$ cat src/pkg/fwsr_pkg.sv
package fwsr_pkg;

  // Flash address width and software bus address width
  localparam int FLASH_AW = 19;
  localparam int APB_AW   = 8;

  // Offsets of the controller registers
  localparam logic [APB_AW-1:0] REG_CTRL  = 8'h00;
  localparam logic [APB_AW-1:0] REG_ADDR  = 8'h04;
  localparam logic [APB_AW-1:0] REG_WDATA = 8'h08;
  localparam logic [APB_AW-1:0] REG_STAT  = 8'h0C;

  // Command codes written to the control register
  localparam logic [1:0] CMD_NONE  = 2'h0;
  localparam logic [1:0] CMD_WRITE = 2'h1;
  localparam logic [1:0] CMD_READ  = 2'h2;
  localparam logic [1:0] CMD_POLL  = 2'h3;

  // Status register field positions
  localparam int ST_BUSY  = 0;
  localparam int ST_DONE  = 1;
  localparam int ST_FAIL  = 2;
  localparam int ST_TIMER = 3;
  localparam int ST_TOG2  = 4;
  localparam int ST_ERR   = 5;
  localparam int ST_BYTE  = 8;

  // Positions of the status bits on the flash data lines
  localparam int DQ_POLL  = 7;
  localparam int DQ_TOG1  = 6;
  localparam int DQ_FAIL  = 5;
  localparam int DQ_TIMER = 3;
  localparam int DQ_TOG2  = 2;

  // Reset command byte, written to any address
  localparam logic [7:0] RESET_CMD_DATA = 8'hF0;

  // Values after reset
  localparam logic [FLASH_AW-1:0] ADDR_RST  = 19'h00000;
  localparam logic [7:0]          WDATA_RST = 8'h00;

  // Bus cycle timing
  localparam int CLK_NS    = 20;
  localparam int T_STRB_NS = 90;
  localparam int T_OEH_NS  = 10;
  localparam int STRB_CYC  = (T_STRB_NS + CLK_NS - 1) / CLK_NS;
  localparam int GAP_CYC   = (T_OEH_NS + CLK_NS - 1) / CLK_NS;
  localparam int CNT_W     = 4;

  // Flash pin bundle
  typedef struct packed {
    logic                ce_n;
    logic                oe_n;
    logic                we_n;
    logic [FLASH_AW-1:0] addr;
    logic [7:0]          dq_o;
    logic                dq_oe;
  } fwsr_pins_s;

  localparam fwsr_pins_s PINS_IDLE = '{1'b1, 1'b1, 1'b1, 19'h00000,
                                       8'h00, 1'b0};

  // Bus cycle phases
  typedef enum logic [3:0] {
    C_IDLE  = 4'h1,
    C_SETUP = 4'h2,
    C_STRB  = 4'h4,
    C_HOLD  = 4'h8
  } fwsr_cyc_e;

  // Sequencer states
  typedef enum logic [6:0] {
    M_IDLE = 7'h01,
    M_WR   = 7'h02,
    M_RD   = 7'h04,
    M_PA   = 7'h08,
    M_PB   = 7'h10,
    M_CHK  = 7'h20,
    M_RST  = 7'h40
  } fwsr_main_e;

endpackage

$ cat src/rtl/fwsr_bus_cycle.sv
`timescale 1ns/10ps
module fwsr_bus_cycle #(
  parameter int STRB_CYC = fwsr_pkg::STRB_CYC,
  parameter int GAP_CYC  = fwsr_pkg::GAP_CYC
) (
  // Clock, reset, enable
  input  wire logic                          pclk,
  input  wire logic                          presetn,
  input  wire logic                          en,
  // Cycle request
  input  wire logic                          start,
  input  wire logic                          wr,
  input  wire logic [fwsr_pkg::FLASH_AW-1:0] addr,
  input  wire logic [7:0]                    wdata,
  output logic                               done,
  output logic [7:0]                         rdata,
  // Flash pins
  output fwsr_pkg::fwsr_pins_s               pins,
  input  wire logic [7:0]                    dq_i
);
  import fwsr_pkg::*;

  localparam logic [CNT_W-1:0] STRB_LAST = CNT_W'(STRB_CYC - 1);
  localparam logic [CNT_W-1:0] GAP_LAST  = CNT_W'(GAP_CYC - 1);

  fwsr_cyc_e        st_r;
  logic [CNT_W-1:0] cnt_r;

  // Phase sequencing: setup, strobe low, chip select recovery
  always_ff @(posedge pclk or negedge presetn) begin
    if (!presetn) begin
      st_r  <= C_IDLE;
      cnt_r <= '0;
    end else if (en) begin
      unique case (st_r)
        C_IDLE: begin
          if (start) st_r <= C_SETUP;
        end
        C_SETUP: begin
          st_r  <= C_STRB;
          cnt_r <= STRB_LAST;
        end
        C_STRB: begin
          if (cnt_r == '0) begin
            st_r  <= C_HOLD;
            cnt_r <= GAP_LAST;
          end else begin
            cnt_r <= cnt_r - 1'b1;
          end
        end
        C_HOLD: begin
          if (cnt_r == '0) st_r <= C_IDLE;
          else cnt_r <= cnt_r - 1'b1;
        end
      endcase
    end
  end

  // Pin drive, read capture and completion pulse
  always_ff @(posedge pclk or negedge presetn) begin
    if (!presetn) begin
      pins  <= PINS_IDLE;
      rdata <= 8'h00;
      done  <= 1'b0;
    end else if (en) begin
      done <= 1'b0;
      unique case (st_r)
        C_IDLE: begin
          if (start) begin
            pins.addr  <= addr;
            pins.dq_o  <= wdata;
            pins.dq_oe <= wr;
            pins.ce_n  <= 1'b0;
          end
        end
        C_SETUP: begin
          pins.oe_n <= wr;
          pins.we_n <= ~wr;
        end
        C_STRB: begin
          if (cnt_r == '0) begin
            pins.oe_n <= 1'b1;
            pins.we_n <= 1'b1;
            if (!pins.oe_n) rdata <= dq_i; // Sample at end of access
          end
        end
        C_HOLD: begin
          pins.ce_n  <= 1'b1; // Separates successive reads
          pins.dq_oe <= 1'b0;
          if (cnt_r == '0) done <= 1'b1;
        end
      endcase
    end
  end

  a_strobes_apart: assert property (@(posedge pclk) disable iff (!presetn)
    !(!pins.oe_n && !pins.we_n))
    else $error("read and write strobes low together");

  a_no_drive_read: assert property (@(posedge pclk) disable iff (!presetn)
    !pins.oe_n |-> !pins.dq_oe)
    else $error("data driven during read strobe");

  a_strobe_in_ce: assert property (@(posedge pclk) disable iff (!presetn)
    (!pins.oe_n || !pins.we_n) |-> !pins.ce_n)
    else $error("strobe low outside chip select");

endmodule // fwsr_bus_cycle

$ cat src/rtl/fwsr_ctrl.sv
// Behaviour
// - Host reads polling and bit two status at a valid address.
// - Host reads twice in a row; equal toggle bits mean finished.
// - Toggling with fail bit high: recheck once, still toggling means fail.
// - Host restarts status check from a fresh double read on return.
// - After a failure the host issues the reset command.
// - Host may ignore timer bit only if commands spaced under 50 us.
// - Host confirms acceptance, then checks timer bit around each command.
// - Reset command is one write of F0 to any address.
`timescale 1ns/10ps
module fwsr_ctrl #(
  parameter int STRB_CYC = fwsr_pkg::STRB_CYC,
  parameter int GAP_CYC  = fwsr_pkg::GAP_CYC
) (
  // Clock, reset, enable
  input  wire logic                        pclk,
  input  wire logic                        presetn,
  input  wire logic                        en,
  // APB slave
  input  wire logic                        psel,
  input  wire logic                        penable,
  input  wire logic                        pwrite,
  input  wire logic [fwsr_pkg::APB_AW-1:0] paddr,
  input  wire logic [31:0]                 pwdata,
  output logic [31:0]                      prdata,
  output logic                             pready,
  output logic                             pslverr,
  // Flash pins
  output fwsr_pkg::fwsr_pins_s             flash_pins,
  input  wire logic [7:0]                  flash_dq_i
);
  import fwsr_pkg::*;

  fwsr_main_e          st_r;
  logic [FLASH_AW-1:0] addr_r;
  logic [7:0]          wdata_r;
  logic                busy_r;
  logic                done_r;
  logic                fail_r;
  logic                timer_r;
  logic                tog2_r;
  logic                err_r;
  logic [7:0]          byte_r;
  logic [7:0]          prev_r;
  logic                recheck_r;
  logic                cyc_start_r;
  logic                cyc_wr_r;
  logic [FLASH_AW-1:0] cyc_addr_r;
  logic [7:0]          cyc_wdata_r;
  logic                cyc_done;
  logic [7:0]          cyc_rdata;
  logic                access;
  logic                wr_fire;
  logic                hit;
  logic [31:0]         rd_mux;
  logic [1:0]          go_cmd;
  logic                go;
  logic                done_clr;
  logic                tog1_same;

  // APB phase decode; a write lands on the edge that sees pready high
  assign access  = psel & penable & ~pready;
  assign wr_fire = psel & penable & pready & pwrite;
  assign go_cmd  = pwdata[1:0];
  assign go      = wr_fire && (paddr == REG_CTRL) && (go_cmd != CMD_NONE)
                   && !busy_r;
  assign done_clr = wr_fire && (paddr == REG_STAT) && pwdata[ST_DONE];

  // Read multiplexer and address hit
  always_comb begin
    rd_mux = 32'h0000_0000;
    hit    = 1'b1;
    unique case (paddr)
      REG_CTRL:  rd_mux = 32'h0000_0000;
      REG_ADDR:  rd_mux[FLASH_AW-1:0] = addr_r;
      REG_WDATA: rd_mux[7:0] = wdata_r;
      REG_STAT: begin
        rd_mux[ST_BUSY]           = busy_r;
        rd_mux[ST_DONE]           = done_r;
        rd_mux[ST_FAIL]           = fail_r;
        rd_mux[ST_TIMER]          = timer_r;
        rd_mux[ST_TOG2]           = tog2_r;
        rd_mux[ST_ERR]            = err_r;
        rd_mux[ST_BYTE+7:ST_BYTE] = byte_r;
      end
      default: hit = 1'b0;
    endcase
  end

  // APB answer: one wait cycle, then registered data and error
  always_ff @(posedge pclk or negedge presetn) begin
    if (!presetn) begin
      pready  <= 1'b0;
      pslverr <= 1'b0;
      prdata  <= 32'h0000_0000;
    end else if (en) begin
      pready <= access;
      if (access) begin
        prdata  <= pwrite ? 32'h0000_0000 : rd_mux;
        pslverr <= ~hit;
      end
    end
  end

  // Software address and data registers
  always_ff @(posedge pclk or negedge presetn) begin
    if (!presetn) begin
      addr_r  <= ADDR_RST;
      wdata_r <= WDATA_RST;
    end else if (en && wr_fire) begin
      if (paddr == REG_ADDR) addr_r <= pwdata[FLASH_AW-1:0];
      if (paddr == REG_WDATA) wdata_r <= pwdata[7:0];
    end
  end

  // Toggle bit one compared between the two latest reads
  assign tog1_same = (prev_r[DQ_TOG1] == cyc_rdata[DQ_TOG1]);

  // Command sequencer and flash cycle requests
  always_ff @(posedge pclk or negedge presetn) begin
    if (!presetn) begin
      st_r        <= M_IDLE;
      cyc_start_r <= 1'b0;
      cyc_wr_r    <= 1'b0;
      cyc_addr_r  <= ADDR_RST;
      cyc_wdata_r <= WDATA_RST;
      prev_r      <= 8'h00;
      recheck_r   <= 1'b0;
    end else if (en) begin
      cyc_start_r <= 1'b0;
      unique case (st_r)
        M_IDLE: begin
          if (go) begin
            cyc_start_r <= 1'b1;
            cyc_addr_r  <= addr_r;
            cyc_wdata_r <= wdata_r;
            cyc_wr_r    <= (go_cmd == CMD_WRITE);
            recheck_r   <= 1'b0;
            unique case (go_cmd)
              CMD_WRITE: st_r <= M_WR;
              CMD_READ:  st_r <= M_RD;
              default:   st_r <= M_PA;
            endcase
          end
        end
        M_WR, M_RD, M_RST: begin
          if (cyc_done) st_r <= M_IDLE;
        end
        M_PA: begin
          if (cyc_done) begin
            prev_r      <= cyc_rdata;
            cyc_start_r <= 1'b1;
            st_r        <= M_PB;
          end
        end
        M_PB: begin
          if (cyc_done) st_r <= M_CHK;
        end
        M_CHK: begin
          if (tog1_same) begin
            st_r <= M_IDLE;
          end else if (recheck_r) begin
            cyc_start_r <= 1'b1;
            cyc_wr_r    <= 1'b1;
            cyc_wdata_r <= RESET_CMD_DATA;
            st_r        <= M_RST;
          end else begin
            recheck_r   <= cyc_rdata[DQ_FAIL];
            prev_r      <= cyc_rdata;
            cyc_start_r <= 1'b1;
            st_r        <= M_PB;
          end
        end
      endcase
    end
  end

  // Busy flag follows the sequencer
  always_ff @(posedge pclk or negedge presetn) begin
    if (!presetn) begin
      busy_r <= 1'b0;
    end else if (en) begin
      if (go) busy_r <= 1'b1;
      else if (st_r == M_IDLE) busy_r <= 1'b0;
      else if ((st_r == M_CHK) && tog1_same) busy_r <= 1'b0;
      else if ((st_r != M_PA) && (st_r != M_PB) && (st_r != M_CHK)
               && cyc_done) busy_r <= 1'b0;
    end
  end

  // Sticky completion flag; a new completion beats a clear
  always_ff @(posedge pclk or negedge presetn) begin
    if (!presetn) begin
      done_r <= 1'b0;
    end else if (en) begin
      if (busy_r && !go && st_r != M_IDLE &&
          (((st_r == M_CHK) && tog1_same) ||
           (cyc_done && (st_r != M_PA) && (st_r != M_PB))))
        done_r <= 1'b1;
      else if (done_clr || go) done_r <= 1'b0;
    end
  end

  // Failure flag: set after the reset write, cleared by the next command
  always_ff @(posedge pclk or negedge presetn) begin
    if (!presetn) begin
      fail_r <= 1'b0;
    end else if (en) begin
      if ((st_r == M_RST) && cyc_done) fail_r <= 1'b1;
      else if (go) fail_r <= 1'b0;
    end
  end

  // Ignored command while busy; sticky, cleared by write one
  always_ff @(posedge pclk or negedge presetn) begin
    if (!presetn) begin
      err_r <= 1'b0;
    end else if (en) begin
      if (wr_fire && (paddr == REG_CTRL) && (go_cmd != CMD_NONE) && busy_r)
        err_r <= 1'b1;
      else if (wr_fire && (paddr == REG_STAT) && pwdata[ST_ERR])
        err_r <= 1'b0;
    end
  end

  // Last byte read and the status bits taken from it
  always_ff @(posedge pclk or negedge presetn) begin
    if (!presetn) begin
      byte_r  <= 8'h00;
      timer_r <= 1'b0;
      tog2_r  <= 1'b0;
    end else if (en) begin
      if (cyc_done && !cyc_wr_r) begin
        byte_r  <= cyc_rdata;
        timer_r <= cyc_rdata[DQ_TIMER];
      end
      if ((st_r == M_PB) && cyc_done)
        tog2_r <= prev_r[DQ_TOG2] ^ cyc_rdata[DQ_TOG2];
    end
  end

  // Flash bus cycle engine
  fwsr_bus_cycle #(
    .STRB_CYC (STRB_CYC),
    .GAP_CYC  (GAP_CYC)
  ) u_cyc (
    .pclk    (pclk),
    .presetn (presetn),
    .en      (en),
    .start   (cyc_start_r),
    .wr      (cyc_wr_r),
    .addr    (cyc_addr_r),
    .wdata   (cyc_wdata_r),
    .done    (cyc_done),
    .rdata   (cyc_rdata),
    .pins    (flash_pins),
    .dq_i    (flash_dq_i)
  );

  a_reset_byte: assert property (@(posedge pclk)
    disable iff (!presetn)
    (st_r == M_RST) |-> (cyc_wr_r && cyc_wdata_r == 8'hF0))
    else $error("reset write does not carry F0");

  a_poll_addr: assert property (@(posedge pclk)
    disable iff (!presetn)
    (cyc_start_r && !cyc_wr_r) |-> (cyc_addr_r == addr_r))
    else $error("status read away from software address");

  a_fail_path: assert property (@(posedge pclk)
    disable iff (!presetn)
    $rose(fail_r) |-> ($past(st_r) == M_RST))
    else $error("failure flagged without reset write");

  a_ok_equal: assert property (@(posedge pclk)
    disable iff (!presetn)
    (en && st_r == M_CHK && tog1_same) |=> (st_r == M_IDLE && !fail_r))
    else $error("equal toggle reads did not finish the poll");

  a_recheck_fail: assert property (@(posedge pclk)
    disable iff (!presetn)
    (en && st_r == M_CHK && !tog1_same && recheck_r) |=> (st_r == M_RST))
    else $error("toggling after recheck did not lead to reset");

  a_fresh_pair: assert property (@(posedge pclk)
    disable iff (!presetn)
    (en && go && go_cmd == CMD_POLL) |=> (st_r == M_PA && !recheck_r))
    else $error("poll did not restart from a double read");

  a_busy_done: assert property (@(posedge pclk)
    disable iff (!presetn)
    $rose(done_r) |-> !busy_r)
    else $error("completion flagged while busy");

  a_done_sticky: assert property (@(posedge pclk) disable iff (!presetn)
    (done_r && !done_clr && !go) |=> done_r)
    else $error("completion flag lost without a clear");

  a_pready_pulse: assert property (@(posedge pclk) disable iff (!presetn)
    pready |=> !pready)
    else $error("pready held for two cycles");

endmodule // fwsr_ctrl

$ cat config.mk
export PLATFORM = sky130hd
export DESIGN_NAME = fwsr_ctrl
export DESIGN_NICKNAME = d
export VERILOG_FILES = /design/src/pkg/fwsr_pkg.sv /design/src/rtl/fwsr_bus_cycle.sv /design/src/rtl/fwsr_ctrl.sv
export SDC_FILE = /design/constraint.sdc
export NUM_CORES = 1
export LEC_CHECK = 0
export ABC_AREA = 1
export BUFFER_PORTS_ARGS = -buffer_cell sky130_fd_sc_hd__buf_2
export CAP_MARGIN = 20
export CORE_MARGIN = 4
export CORE_UTILIZATION = 43
export CTS_CLUSTER_DIAMETER = 40
export DETAILED_ROUTE_END_ITERATION = 8
export PLACE_DENSITY = 0.73
export REMOVE_ABC_BUFFERS = 1
export SYNTH_ARGS = -nofsm -noshare
export SYNTH_HDL_FRONTEND = slang
export SYNTH_SLANG_ARGS = --single-unit
$ cat constraint.sdc
create_clock -name pclk -period 3.8 [get_ports pclk]
set_input_delay 1.14 -clock pclk [delete_from_list [all_inputs] [get_ports pclk]]
set_output_delay 1.14 -clock pclk [all_outputs]
set_load 0.005 [all_outputs]
==> summary.log, run 1 <==
INFO  detailed_routing vias=5241
INFO  critical_path  cp.required=4.10ns
INFO  sta            clock_skew=0.00543ns
INFO  layout         ratio_of_cells_with_drive_above_1_in_the_final_layout=0.211
INFO  global_routing grt_antenna_before_repair=0
INFO  yosys          syn_avg_cell_area=8.64squm
INFO  detailed_routing postRouteAntennaNets=0
INFO  critical_path  reg2reg_to=cyc_addr_r[5]
INFO  critical_path  critical_path.reg2reg.startpoint=st_r[0]
INFO  detailed_routing detail_route.iter0.violations=286
INFO  critical_path  timing.critical_path.max_delay_family=simple AND/OR/NAND/NOR gates
INFO  sta            unrepaired_setup_endpoints_after_global_routing=false
INFO  detailed_routing met1Wirelength=7090microns
INFO  sta            finalSetupTns=0ns
INFO  power_and_ir_drop power.leakage=4.30nW
INFO  global_routing grt_pass1_wl=25200microns
INFO  global_routing grt_pass1_vias=5135
INFO  clocking       clock_tree_buf_depth=2
INFO  detailed_routing detail_route.drc_violations=0
INFO  clocking       worst_skew_pair.late_latency=0.41ns
INFO  critical_path  crit_fanout=28
INFO  critical_path  path_buf_inv=4
INFO  sta            tightest_slew=0.819ns
INFO  clocking       cts_post_setup_buffers_inserted=0
INFO  detailed_routing detailedRoute.firstPassIterationCount=5
INFO  die            design.die.area=0.0179sqmm
INFO  clocking       cts.root.buffer_cell=sky130_fd_sc_hd__clkbuf_16
INFO  critical_path  critPathKind=in -> reg
INFO  placed_design  place.port_buffers=92
INFO  yosys          yosys_warnings=0
INFO  global_routing globalRoute.totalOverflow=0
INFO  critical_path  ff_to_ff_setup_slack=1.86ns
INFO  layout         syn2layout_area_growth=17.3%
INFO  die            initial_util=0.443
INFO  sta            post-route-period-util=0.641
INFO  layout         post-route-util=0.520
INFO  detailed_routing routed_via_density=4.74
INFO  sta            slew_headroom=0.453
INFO  hold_path      min_to=u_cyc.pins[30]
INFO  sta            layout_setup_ws=1.36ns
INFO  clocking       ctsResizeCount=0
INFO  critical_path  critPathMaxStageDelay=0.26ns
INFO  critical_path  crit_chain=buf_2 -> inv_1 -> ha_1 -> inv_1 -> nand2_1 -> nor2_4 -> nand4_4 -> inv_2 -> nand2_4 -> nand2_1 -> o21ai_2
INFO  yosys          syn-cell-area=0.00681sqmm
INFO  sta            clock.fmax=410MHz
INFO  placed_design  place.detailed.hpwl=10900microns
INFO  yosys          cell_types_occupying_the_most_area_after_synthesis=sky130_fd_sc_hd__dfrtp_1 (53%), sky130_fd_sc_hd__nand2_1 (16%), sky130_fd_sc_hd__inv_1 (4.5%), sky130_fd_sc_hd__nand3_1 (2.8%), sky130_fd_sc_hd__o21ai_0 (2.6%)
INFO  layout         design.final.nets=941
INFO  power_and_ir_drop irDropWorstVdd=0.362mV
INFO  die            num_rows=45
INFO  sta            slew_viol_final=0
INFO  detailed_routing drt_wl_total=15300microns
INFO  sta            min_period=2.44ns
INFO  yosys          synth_top_area_cell=sky130_fd_sc_hd__dfrtp_1
INFO  clocking       path_clk_slew=0.06ns
INFO  yosys          synth.ff_latch_count=148
INFO  sta            finalHoldViolations=0
INFO  detailed_routing routed.top_layer=met4
INFO  clocking       cts_tree=done
INFO  layout         most_frequent_cells_in_the_layout=sky130_fd_sc_hd__nand2_1 (284), sky130_fd_sc_hd__dfrtp_1 (143), sky130_fd_sc_hd__buf_2 (91), sky130_fd_sc_hd__inv_1 (81), sky130_fd_sc_hd__nand3_1 (38)
INFO  sta            setup_violations=0
INFO  critical_path  critPathArrivalTime=2.73ns
INFO  outcome        run_status=finished clean
INFO  detailed_routing total_length_of_routed_met3_wires=752microns
INFO  clocking       postCtsHoldBufs=0
INFO  critical_path  worstSetupStartpointType=input pin
INFO  layout         layout.cells.most_common=sky130_fd_sc_hd__nand2_1
INFO  yosys          netlist-cell-type-count=38
INFO  global_routing grt_max_degree=73
INFO  detailed_routing routed_wire_length_on_met2=7310microns
INFO  clocking       cts_num_sinks=148
INFO  clocking       cts_inserted_buffers=17
INFO  layout         insertedDiodeCount=0
INFO  sta            hold_ws=0.463ns
INFO  die            die_width=134microns
INFO  run            count_of_max_cap_constraint_violations=0
INFO  yosys          synth.yosys.seq_area_share=0.545
INFO  global_routing grtUsageTotal=0.175
INFO  power_and_ir_drop power_density=547mW/mm^2
INFO  hold_path      hp-start=u_cyc.pins[30]
INFO  critical_path  timing.critical_path.to_type=register
INFO  detailed_routing wirelength_per_cell=13.8microns
INFO  die            chip_height=134microns
INFO  die            num_io_pins=119
INFO  placed_design  routabilityCongestion=0.819
INFO  hold_path      min-delay-path-class=reg -> reg
INFO  clocking       clock_tree.htree_level_count=4
INFO  die            core_region=0.0154sqmm
INFO  hold_path      hold-path-cell-count=2
INFO  placed_design  dpl_worst_slack=0.966ns
INFO  yosys          syn-instance-count=788
INFO  yosys          netlist.area_leader.share=0.526
INFO  critical_path  reg2reg_depth=7
INFO  critical_path  cpMaxStageDelayCell=sky130_fd_sc_hd__nand2_4
==> Yosys cell counts (all sizes together) <==
master and n:
o22ai 1, nor3 6, ha 6, clkinv 1, o31ai 1, nor2 45
nand3b 1, inv 87, nand2 295, a21oi 15, and2 1, mux2 1
xnor2 3, dfstp 5, o21ai 71, a32oi 2, o211ai 10, dfrtp 143
clkbuf 6, conb 1, nand3 43, buf 31, or2 1, nand4 12
==> cell type report <==
type                            instances  area [sq um]
Fill cell                            1410          7380
Inverter                               88           335
Clock inverter                          8          98.8
Multi-Input combinational cell        527          2560
Sequential cell                       148          3710
Tap cell                              211           264
Timing Repair Buffer                   99           532
Clock buffer                           24           492
==> sequential cells by signal (all words and copies together), names as in the netlist, 2 cells and up <==
register,count
addr_r,19
byte_r,8
cyc_addr_r,19
cyc_wdata_r,8
prdata,19
prev_r,2
st_r,7
u_cyc.cnt_r,4
u_cyc.pins,31
u_cyc.rdata,8
u_cyc.st_r,4
wdata_r,8
==> per-layer routing <==
| metal | GRT usage | up-vias |
|---|---|---|
| li1 | - | 2645 |
| met5 | 0 | - |
| met2 | 0.291 | 107 |
| met1 | 0.238 | 2473 |
| met3 | 0.0398 | 16 |
| met4 | 0.0377 | 0 |
==> logic make-up (layout without fill, tap and decap cells) <==
logic type	count (synthesis)	in the layout	synth area share
simple gates	404	404	0.261
other cells	1	13	0.000551
flops	148	148	0.545
compound gates	100	100	0.0904
fa+ha+maj	6	6	0.0110
buf+inv	125	219	0.0864
mux	1	1	0.00165
xor+xnor	3	3	0.00386
==> where the power goes <==
group | leakage (nW) | switching (mW) | internal, mW
combinational | 2.04 | 0.552 | 0.276
clock | 0.286 | 0.623 | 1.03
sequential | 1.97 | 0.120 | 1.77
total | 4.30 | 1.29 | 3.08
==> worst min-delay path: stages, from the launching register on <==
cell	delay, ns
sky130_fd_sc_hd__dfstp_2	0.37
sky130_fd_sc_hd__nand2_1	0.05
sky130_fd_sc_hd__nand2_1	0.04
==> stage by stage <==
stage	instances	power [mW]	area, sq um
6_report	1105	4.37	7990
5_1_grt	1105	4.61	7990
4_1_cts	1105	4.40	7990
3_5_place_dp	1073	2.73	7400
3_3_place_gp	1073	2.70	7400
2_1_floorplan	763	2.48	6600
==> worst max path at each step <==
| stage | slack (ns) | cells past startpoint | to | from |
|---|---|---|---|---|
| 6_report | 1.36 | 11 | cyc_addr_r[5] | pwdata[1] |
| 4_1_cts | 1.36 | 11 | cyc_addr_r[5] | pwdata[1] |
| 3_3_place_gp | 0.97 | 11 | cyc_addr_r[18] | pwdata[1] |
| 3_5_place_dp | 0.97 | 11 | cyc_addr_r[4] | pwdata[1] |
| 2_1_floorplan | 1.04 | 4 | u_cyc.pins[10] | en |
| 5_1_grt | 1.23 | 11 | cyc_addr_r[5] | pwdata[1] |
No activity file was read; power rests on OpenSTA's default activity.
==> run 2: changes to the inputs <==
--- a/config.mk
+++ b/config.mk
@@ -5,7 +5,7 @@
 export SDC_FILE = /design/constraint.sdc
 export NUM_CORES = 1
 export LEC_CHECK = 0
-export ABC_AREA = 1
+export ABC_AREA = 0
 export BUFFER_PORTS_ARGS = -buffer_cell sky130_fd_sc_hd__buf_2
 export CAP_MARGIN = 20
 export CORE_MARGIN = 4
==> constraint.sdc (replaced) <==
create_clock -name pclk -period 2.5 [get_ports pclk]
set_input_delay 0.75 -clock pclk [delete_from_list [all_inputs] [get_ports pclk]]
set_output_delay 0.75 -clock pclk [all_outputs]
set_load 0.005 [all_outputs]
==> run 2 against run 1 <==
Effect of this change: highest routed layer unchanged; worst hold slack got worse by 0.26 ns; combinational power grew 24%; clock skew grew 0.0021 ns; largest power group unchanged.
==> summary.log, run 2 <==
INFO  outcome        run_status=finished clean [unchanged]
INFO  sta            unrepaired_setup_endpoints_after_global_routing=false [unchanged]
INFO  die            num_rows=44 [was 45]
INFO  yosys          synth-async-reset-ratio=1.00 [unchanged]
INFO  power_and_ir_drop pwr-share-clk=0.418 [was 0.379]
INFO  global_routing grt_pass1_wl=25500microns [was 25200 microns]
INFO  clocking       ctsResizeCount=0 [unchanged]
INFO  sta            layout_setup_ws=0.219ns [was 1.36 ns]
INFO  clocking       cts_tree=done [unchanged]
INFO  placed_design  place_area=0.00741sqmm [was 0.00740 sq mm]
INFO  power_and_ir_drop power_density=834mW/mm^2 [was 547 mW/mm^2]
INFO  clocking       postCtsHoldBufs=0 [unchanged]
INFO  power_and_ir_drop share_comb_of_total_power=0.153 [was 0.189]
INFO  die            die_width=131microns [was 134 microns]
INFO  critical_path  critPathKind=reg -> reg [was in -> reg]
INFO  sta            clock_skew=0.00755ns [was 0.00543 ns]
INFO  yosys          synth.yosys.seq_area_share=0.569 [was 0.545]
INFO  sta            post-route-period-util=0.912
INFO  detailed_routing vias=4677 [was 5241]
INFO  yosys          syn_avg_cell_area=12.1squm [was 8.64 sq um]
INFO  power_and_ir_drop share_seq_of_total_power=0.429 [was 0.431]
INFO  yosys          cell_types_with_the_highest_counts_after_synthesis=sky130_fd_sc_hd__dfrtp_1 (143), sky130_fd_sc_hd__mux2_2 (93), sky130_fd_sc_hd__nand2_1 (50) [was sky130_fd_sc_hd__nand2_1 (284), sky130_fd_sc_hd__dfrtp_1 (143), sky130_fd_sc_hd__inv_1 (81)]
INFO  die            chip_height=131microns [was 134 microns]
INFO  critical_path  ff_to_ff_setup_slack=0.22ns [was 1.86 ns]
INFO  critical_path  reg2reg_to=cyc_addr_r[2] [was cyc_addr_r[5]]
INFO  detailed_routing postRouteAntennaNets=0 [unchanged]
INFO  global_routing grt_pass1_vias=5060 [was 5135]
INFO  yosys          synth_enable_flop_cells=0 [unchanged]
INFO  clocking       clock_tree.htree_level_count=4 [unchanged]
INFO  yosys          netlist.area_leader.share=0.549 [was 0.526]
INFO  global_routing grtUsageTotal=0.183 [was 0.175]
INFO  sta            min_period=2.28ns
INFO  layout         design.final.nets=723 [was 941]
INFO  sta            tightest_slew=0.646ns [was 0.819 ns]
INFO  critical_path  critPathArrivalTime=2.58ns [was 2.73 ns]
INFO  critical_path  cp.required=2.80ns [was 4.10 ns]
INFO  critical_path  reg2reg_depth=5 [was 7]
INFO  detailed_routing detail_route.drc_violations=0 [unchanged]
INFO  global_routing grt_antenna_before_repair=0 [unchanged]
INFO  die            num_io_pins=119 [unchanged]
INFO  clocking       clock_tree_buf_depth=2 [unchanged]
INFO  critical_path  crit_fanout=20 [was 28]
INFO  yosys          synth.ff_latch_count=148 [unchanged]
INFO  placed_design  place.detailed.hpwl=10800microns [was 10900 microns]
INFO  layout         ratio_of_cells_with_drive_above_1_in_the_final_layout=0.408 [was 0.211]
INFO  sta            setup_violations=0 [unchanged]
INFO  critical_path  critical_path.reg2reg.startpoint=st_r[0] [unchanged]
INFO  detailed_routing detailedRoute.firstPassIterationCount=4 [was 5]
INFO  clocking       cts_post_setup_buffers_inserted=0 [unchanged]
INFO  critical_path  timing.critical_path.to_type=register [unchanged]
INFO  layout         multi_input_area=0.00260sqmm [was 0.00256 sq mm]
INFO  clocking       path_clk_slew=0.06ns [about the same]
INFO  global_routing grt_util_met1=0.238 [about the same]
INFO  die            design.die.area=0.0172sqmm [was 0.0179 sq mm]
INFO  yosys          yosys.cell_count.top_type=sky130_fd_sc_hd__dfrtp_1 [was sky130_fd_sc_hd__nand2_1]
INFO  yosys          synth_top_area_cell=sky130_fd_sc_hd__dfrtp_1 [unchanged]
INFO  layout         regArea=0.00371sqmm [unchanged]
INFO  layout         most_frequent_cells_in_the_layout=sky130_fd_sc_hd__dfrtp_1 (143), sky130_fd_sc_hd__mux2_2 (93), sky130_fd_sc_hd__buf_2 (91), sky130_fd_sc_hd__nand2_1 (50), sky130_fd_sc_hd__buf_4 (33) [was sky130_fd_sc_hd__nand2_1 (284), sky130_fd_sc_hd__dfrtp_1 (143), sky130_fd_sc_hd__buf_2 (91), sky130_fd_sc_hd__inv_1 (81), sky130_fd_sc_hd__nand3_1 (38)]
INFO  critical_path  worstSetupStartpointType=register [was input pin]
INFO  power_and_ir_drop power.leakage=4.09nW [was 4.30 nW]
INFO  detailed_routing routed_via_density=5.44 [was 4.74]
INFO  power_and_ir_drop irDropWorstVdd=0.566mV [was 0.362 mV]
INFO  die            initial_util=0.443 [about the same]
INFO  placed_design  routabilityCongestion=0.904 [was 0.819]
INFO  yosys          netlist-cell-type-count=59 [was 38]
INFO  clocking       cts.root.buffer_cell=sky130_fd_sc_hd__clkbuf_16 [unchanged]
INFO  clocking       worst_skew_pair.late_latency=0.42ns [was 0.41 ns]
INFO  yosys          synth_top_flop_cell=sky130_fd_sc_hd__dfrtp_1 [unchanged]
INFO  detailed_routing wirelength_per_cell=17.5microns [was 13.8 microns]
INFO  hold_path      min-delay-path-class=in -> async [was reg -> reg]
INFO  layout         insertedDiodeCount=0 [unchanged]
INFO  clocking       cts_num_sinks=148 [unchanged]
INFO  detailed_routing detail_route.iter0.violations=359 [was 286]
INFO  clocking       cts_inserted_buffers=17 [unchanged]
INFO  layout         registers.top_by_ff_count=u_cyc.pins [unchanged]
INFO  layout         largest_register_ff_count=31 [unchanged]
INFO  die            core_region=0.0147sqmm [was 0.0154 sq mm]
INFO  power_and_ir_drop power_switching=1.78mW [was 1.29 mW]
INFO  yosys          syn-instance-count=540 [was 788]
INFO  global_routing use_met2=0.301 [was 0.291]
INFO  placed_design  dpl_worst_slack=-0.194ns [was 0.966 ns]
INFO  global_routing grt_busiest_layer=met2 [unchanged]
INFO  layout         postLayoutCellArea=0.00806sqmm [was 0.00799 sq mm]
INFO  power_and_ir_drop p_int=4.94mW [was 3.08 mW]
INFO  yosys          syn-cell-area=0.00652sqmm [was 0.00681 sq mm]
INFO  global_routing globalRoute.totalOverflow=0 [unchanged]
INFO  run            count_of_max_cap_constraint_violations=0 [unchanged]
INFO  sta            clock.fmax=438MHz
INFO  layout         syn2layout_area_growth=23.7% [was 17.3%]
INFO  layout         final.fill_count=1242 [was 1410]
INFO  sta            slew_viol_final=0 [unchanged]
INFO  layout         post-route-util=0.549 [was 0.520]
INFO  global_routing grt.met3_usage=0.0470 [was 0.0398]
INFO  sta            slew_headroom=0.568 [was 0.453]
INFO  power_and_ir_drop switching_share=0.265 [was 0.296]
INFO  yosys          yosys_warnings=0 [unchanged]
INFO  detailed_routing drt_wl_total=15100microns [was 15300 microns]
INFO  yosys          cell_types_occupying_the_most_area_after_synthesis=sky130_fd_sc_hd__dfrtp_1 (55%), sky130_fd_sc_hd__mux2_2 (16%), sky130_fd_sc_hd__nand2_1 (2.9%), sky130_fd_sc_hd__o21ai_0 (2.5%), sky130_fd_sc_hd__dfstp_2 (2.0%) [was sky130_fd_sc_hd__dfrtp_1 (53%), sky130_fd_sc_hd__nand2_1 (16%), sky130_fd_sc_hd__inv_1 (4.5%), sky130_fd_sc_hd__nand3_1 (2.8%), sky130_fd_sc_hd__o21ai_0 (2.6%)]
INFO  sta            finalHoldViolations=0 [unchanged]
INFO  layout         layout.cells.most_common=sky130_fd_sc_hd__dfrtp_1 [was sky130_fd_sc_hd__nand2_1]
INFO  global_routing grt_max_degree=63 [was 73]
INFO  placed_design  place.port_buffers=92 [unchanged]
==> run 2: changes by cell type in the layout (fill, tap and decap cells not counted), sizes merged, moves of 10 or more <==
cell / before / now
o21ai: 71 / 34
a22oi: 0 / 17
mux2: 1 / 95
nand3: 43 / 11
nor2: 45 / 27
inv: 87 / 17
nand4: 12 / 2
buf: 99 / 130
nand2: 295 / 50
==> run 2: layout make-up <==
class                   count  share of cell area
multi-input cells         351               0.322
repair buffers            130               0.101
clock buffers              19              0.0562
flip-flops and latches    148               0.460
clock inverters            13              0.0250
inverters                  15             0.00698
well taps                 184              0.0286
==> run 2: how the worst max path moves through the flow <==
stage               startpoint             end  cells past startpoint
finish                 st_r[0]   cyc_addr_r[2]                      5
global route           st_r[1]         st_r[0]                      5
global placement      paddr[1]         st_r[3]                      7
detailed placement    paddr[1]         st_r[3]                      7
floorplan                   en  u_cyc.pins[10]                      3
CTS                    st_r[0]   cyc_addr_r[2]                      5
==> run 2: stage by stage <==
stage / TNS (ns) / std cells / hold WS (ns) / power [mW]
after floorplan: -33.45 / 514 / 0.432 / 3.49
after CTS: 0 / 860 / 0.196 / 6.78
after global routing: 0 / 860 / 0.203 / 7.03
after detailed placement: -6.67 / 828 / 0.461 / 3.95
after global placement: -6.57 / 828 / 0.448 / 3.89
final: 0 / 860 / 0.202 / 6.72
==> run 2: metal layers <==
metal  share of wire  routed length (microns)
met3           0.056                      845
met4           0.016                      236
met5               0                        0
met1            0.44                     6680
met2            0.49                     7320
==> run 2: kinds of logic after synthesis <==
family | after synthesis | share of synthesized area
other | 1 | 0.000575
buffers and inverters | 53 | 0.0397
DFF | 148 | 0.569
muxes | 95 | 0.164
xor gates and xnor gates | 7 | 0.00941
AOI/OAI and AO/OA | 98 | 0.0997
adders and majority gates | 6 | 0.0115
and+or+nand+nor | 132 | 0.106
==> run 2: worst max-delay path, cell delays in order (launching register included) <==
cell                      delay [ns]
sky130_fd_sc_hd__dfstp_2        0.61
sky130_fd_sc_hd__or4b_2         0.65
sky130_fd_sc_hd__nor2_1         0.19
sky130_fd_sc_hd__nand3_1        0.15
sky130_fd_sc_hd__buf_12         0.20
sky130_fd_sc_hd__mux2_1         0.33
==> run 2: power by group through the flow <==
stage | registers, mW | logic, mW | clock network (mW)
6_report | 2.88 | 1.03 | 2.81
3_3_place_gp | 2.90 | 0.992 | 0
5_1_grt | 2.92 | 1.15 | 2.96
3_5_place_dp | 2.92 | 1.03 | 0
2_1_floorplan | 2.86 | 0.626 | 0
4_1_cts | 2.89 | 1.04 | 2.85
==> run 3: changes to the inputs <==
==> constraint.sdc (replaced) <==
create_clock -name pclk -period 2.5 [get_ports pclk]
set_input_delay 0.125 -clock pclk [delete_from_list [all_inputs] [get_ports pclk]]
set_output_delay 0.125 -clock pclk [all_outputs]
set_load 0.005 [all_outputs]
==> run 3 against run 2 <==
Effect of this change: non-clock buffer count rose by 12; clock-buffer cell count did not move; flip-flop and latch count did not move; via count rose by 2.4%; critical endpoint unchanged; register-to-register slack improved by 0.04 ns; maximum frequency rose by 2.0%; cell area rose by 0.92%; highest routed layer unchanged; sequential share of layout area fell by 0.42 points; power fell by 2.3%; largest power group unchanged.
==> summary.log, run 3 (same netlist as run 2, synthesis figures left out) <==
INFO  die            design.die.area=0.0172sqmm [unchanged]
INFO  placed_design  dpl_worst_slack=0.302ns [was -0.194 ns]
INFO  sta            layout_setup_ws=0.264ns [was 0.219 ns]
INFO  detailed_routing postRouteAntennaNets=0 [unchanged]
INFO  layout         ratio_of_cells_with_drive_above_1_in_the_final_layout=0.379 [was 0.408]
INFO  critical_path  critPathKind=reg -> reg [unchanged]
INFO  detailed_routing detail_route.iter0.violations=409 [was 359]
INFO  power_and_ir_drop irDropWorstVdd=0.590mV [was 0.566 mV]
INFO  sta            finalSetupTns=0ns [unchanged]
INFO  critical_path  ff_to_ff_setup_slack=0.26ns [was 0.22 ns]
INFO  placed_design  place.detailed.hpwl=10500microns [was 10800 microns]
INFO  clocking       cts.root.buffer_cell=sky130_fd_sc_hd__clkbuf_16 [unchanged]
INFO  layout         syn2layout_area_growth=24.9% [was 23.7%]
INFO  detailed_routing vias=4789 [was 4677]
INFO  critical_path  critPathArrivalTime=2.54ns [was 2.58 ns]
INFO  clocking       ctsResizeCount=0 [unchanged]
INFO  detailed_routing detail_route.drc_violations=0 [unchanged]
INFO  die            die_width=131microns [unchanged]
INFO  hold_path      hp-start=en
INFO  layout         most_frequent_cells_in_the_layout=sky130_fd_sc_hd__dfrtp_1 (143), sky130_fd_sc_hd__mux2_2 (93), sky130_fd_sc_hd__buf_2 (91), sky130_fd_sc_hd__nand2_1 (50), sky130_fd_sc_hd__o21ai_0 (32) [was sky130_fd_sc_hd__dfrtp_1 (143), sky130_fd_sc_hd__mux2_2 (93), sky130_fd_sc_hd__buf_2 (91), sky130_fd_sc_hd__nand2_1 (50), sky130_fd_sc_hd__buf_4 (33)]
INFO  critical_path  path_buf_inv=1 [unchanged]
INFO  layout         postLayoutCellArea=0.00814sqmm [was 0.00806 sq mm]
INFO  die            initial_util=0.443 [unchanged]
INFO  outcome        run_status=finished clean [unchanged]
INFO  detailed_routing routed_via_density=5.49 [was 5.44]
INFO  critical_path  timing.critical_path.to_type=register [unchanged]
INFO  sta            setup_violations=0 [unchanged]
INFO  global_routing globalRoute.totalOverflow=0 [unchanged]
INFO  placed_design  routabilityCongestion=0.900 [was 0.904]
INFO  power_and_ir_drop p_int=4.79mW [was 4.94 mW]
INFO  critical_path  reg2reg_depth=5 [unchanged]
INFO  power_and_ir_drop pwr-share-clk=0.408 [was 0.418]
INFO  critical_path  crit_chain=or4b_2 -> nor2_1 -> nand3_1 -> buf_4 -> mux2_1 [was or4b_2 -> nor2_1 -> nand3_1 -> buf_12 -> mux2_1]
INFO  hold_path      hold-path-cell-count=2
INFO  layout         largest_register_ff_count=31 [unchanged]
INFO  power_and_ir_drop fin_total_pwr=6.56mW [was 6.72 mW]
INFO  clocking       clock_tree.htree_level_count=4 [unchanged]
INFO  sta            clock.fmax=447MHz [was 438 MHz]
INFO  sta            tightest_slew=0.590ns [was 0.646 ns]
INFO  layout         design.final.nets=735 [was 723]
INFO  sta            clock_skew=0.00671ns [was 0.00755 ns]
INFO  clocking       cts_tree=done [unchanged]
INFO  run            count_of_max_cap_constraint_violations=0 [unchanged]
INFO  hold_path      min-delay-path-class=in -> reg [was in -> async]
INFO  power_and_ir_drop power_density=807mW/mm^2 [was 834 mW/mm^2]
INFO  power_and_ir_drop power_switching=1.77mW [was 1.78 mW]
INFO  critical_path  worstSetupStartpointType=register [unchanged]
INFO  power_and_ir_drop share_comb_of_total_power=0.154 [was 0.153]
INFO  die            num_rows=44 [unchanged]
INFO  detailed_routing detailedRoute.firstPassIterationCount=5 [was 4]
INFO  placed_design  place_area=0.00725sqmm [was 0.00741 sq mm]
INFO  layout         insertedDiodeCount=0 [unchanged]
INFO  sta            finalHoldViolations=0 [unchanged]
INFO  power_and_ir_drop share_seq_of_total_power=0.438 [was 0.429]
INFO  critical_path  cpMaxStageDelayCell=sky130_fd_sc_hd__or4b_2 [unchanged]
INFO  die            num_io_pins=119 [unchanged]
INFO  die            core_region=0.0147sqmm [unchanged]
INFO  placed_design  place.port_buffers=92 [unchanged]
INFO  sta            min_period=2.24ns [was 2.28 ns]
INFO  global_routing grt_max_degree=56 [was 63]
INFO  clocking       path_clk_slew=0.06ns [about the same]
INFO  global_routing grt_pass1_wl=25400microns [was 25500 microns]
INFO  layout         layout.cells.most_common=sky130_fd_sc_hd__dfrtp_1 [unchanged]
INFO  sta            unrepaired_setup_endpoints_after_global_routing=false [unchanged]
INFO  critical_path  critPathMaxStageDelay=0.64ns [was 0.65 ns]
INFO  global_routing grtUsageTotal=0.182 [was 0.183]
INFO  critical_path  cp.required=2.80ns [about the same]
INFO  critical_path  critical_path.reg2reg.startpoint=st_r[0] [unchanged]
INFO  global_routing grt_antenna_before_repair=0 [unchanged]
INFO  die            chip_height=131microns [unchanged]
INFO  sta            slew_viol_final=0 [unchanged]
INFO  detailed_routing wirelength_per_cell=17.4microns [was 17.5 microns]
INFO  detailed_routing drt_wl_total=15200microns [was 15100 microns]
INFO  critical_path  reg2reg_to=cyc_addr_r[2] [unchanged]
INFO  sta            post-route-period-util=0.894 [was 0.912]
INFO  clocking       cts_inserted_buffers=17 [unchanged]
INFO  clocking       cts_num_sinks=148 [unchanged]
INFO  layout         final.fill_count=1227 [was 1242]
INFO  critical_path  critical_path_source=st_r[0] [unchanged]
INFO  clocking       clock_tree_buf_depth=2 [unchanged]
INFO  power_and_ir_drop power.leakage=4.09nW [about the same]
INFO  critical_path  timing.critical_path.max_delay_family=simple AND/OR/NAND/NOR gates [unchanged]
INFO  critical_path  crit_fanout=15 [was 20]
INFO  clocking       worst_skew_pair.late_latency=0.42ns [about the same]
INFO  layout         registers.top_by_ff_count=u_cyc.pins [unchanged]
INFO  sta            slew_headroom=0.605 [was 0.568]
INFO  hold_path      min_to=u_cyc.st_r[3]
INFO  global_routing grt_pass1_vias=4952 [was 5060]
INFO  power_and_ir_drop switching_share=0.270 [was 0.265]
run 3: how the worst max path moves through the flow:
stage,slack [ns],end,depth (start not counted)
6_report,0.26,cyc_addr_r[2],5
5_1_grt,0.10,st_r[0],5
4_1_cts,0.29,cyc_addr_r[2],5
3_5_place_dp,0.30,cyc_addr_r[2],5
3_3_place_gp,0.28,st_r[0],5
2_1_floorplan,-0.77,u_cyc.pins[10],4
run 3: repair_timing:
| action | CTS | global route |
|---|---|---|
| buffers inserted | 0 | 0 |
| endpoints found under the hold margin | 79 | 0 |
| hold buffers | 26 | 0 |
run 3: power by group through the flow:
stage               logic, mW  registers, mW  clock network [mW]
finish                   1.01           2.88                2.68
global route             1.14           2.91                2.84
CTS                      1.01           2.88                2.73
detailed placement      0.972           2.91                   0
global placement        0.941           2.90                   0
floorplan               0.626           2.86                   0
run 3: worst register-to-register path: stages, from the launching register on:
cell and delay [ns]:
sky130_fd_sc_hd__dfstp_2 0.60, sky130_fd_sc_hd__or4b_2 0.64, sky130_fd_sc_hd__nor2_1 0.18, sky130_fd_sc_hd__nand3_1 0.13, sky130_fd_sc_hd__buf_4 0.23, sky130_fd_sc_hd__mux2_1 0.34
run 3: cell type report:
class	count	area [sq um]	area share
clock inverters	13	180	0.0221
well taps	184	230	0.0283
clock buffers	19	443	0.0544
repair buffers	142	920	0.113
multi-input cells	351	2600	0.319
inverters	15	56.3	0.00692
flip-flops and latches	148	3710	0.456
run 3: routing by layer:
layer  share of wire  vias up  global-route usage
li1                -     2180                   -
met1            0.43     2404               0.236
met2            0.49      179               0.303
met3           0.054       26              0.0436
met4           0.019        0              0.0624
met5               0        -                   0
run 3: per-stage QoR:
| stage | cells | hold slack (ns) | utilization |
|---|---|---|---|
| floorplan | 514 | -0.171 | - |
| global placement | 814 | 0.112 | 0.493 |
| detailed placement | 814 | 0.117 | 0.493 |
| CTS | 872 | 0.0566 | 0.554 |
| global route | 872 | 0.0845 | 0.554 |
| finish | 872 | 0.0832 | 0.554 |
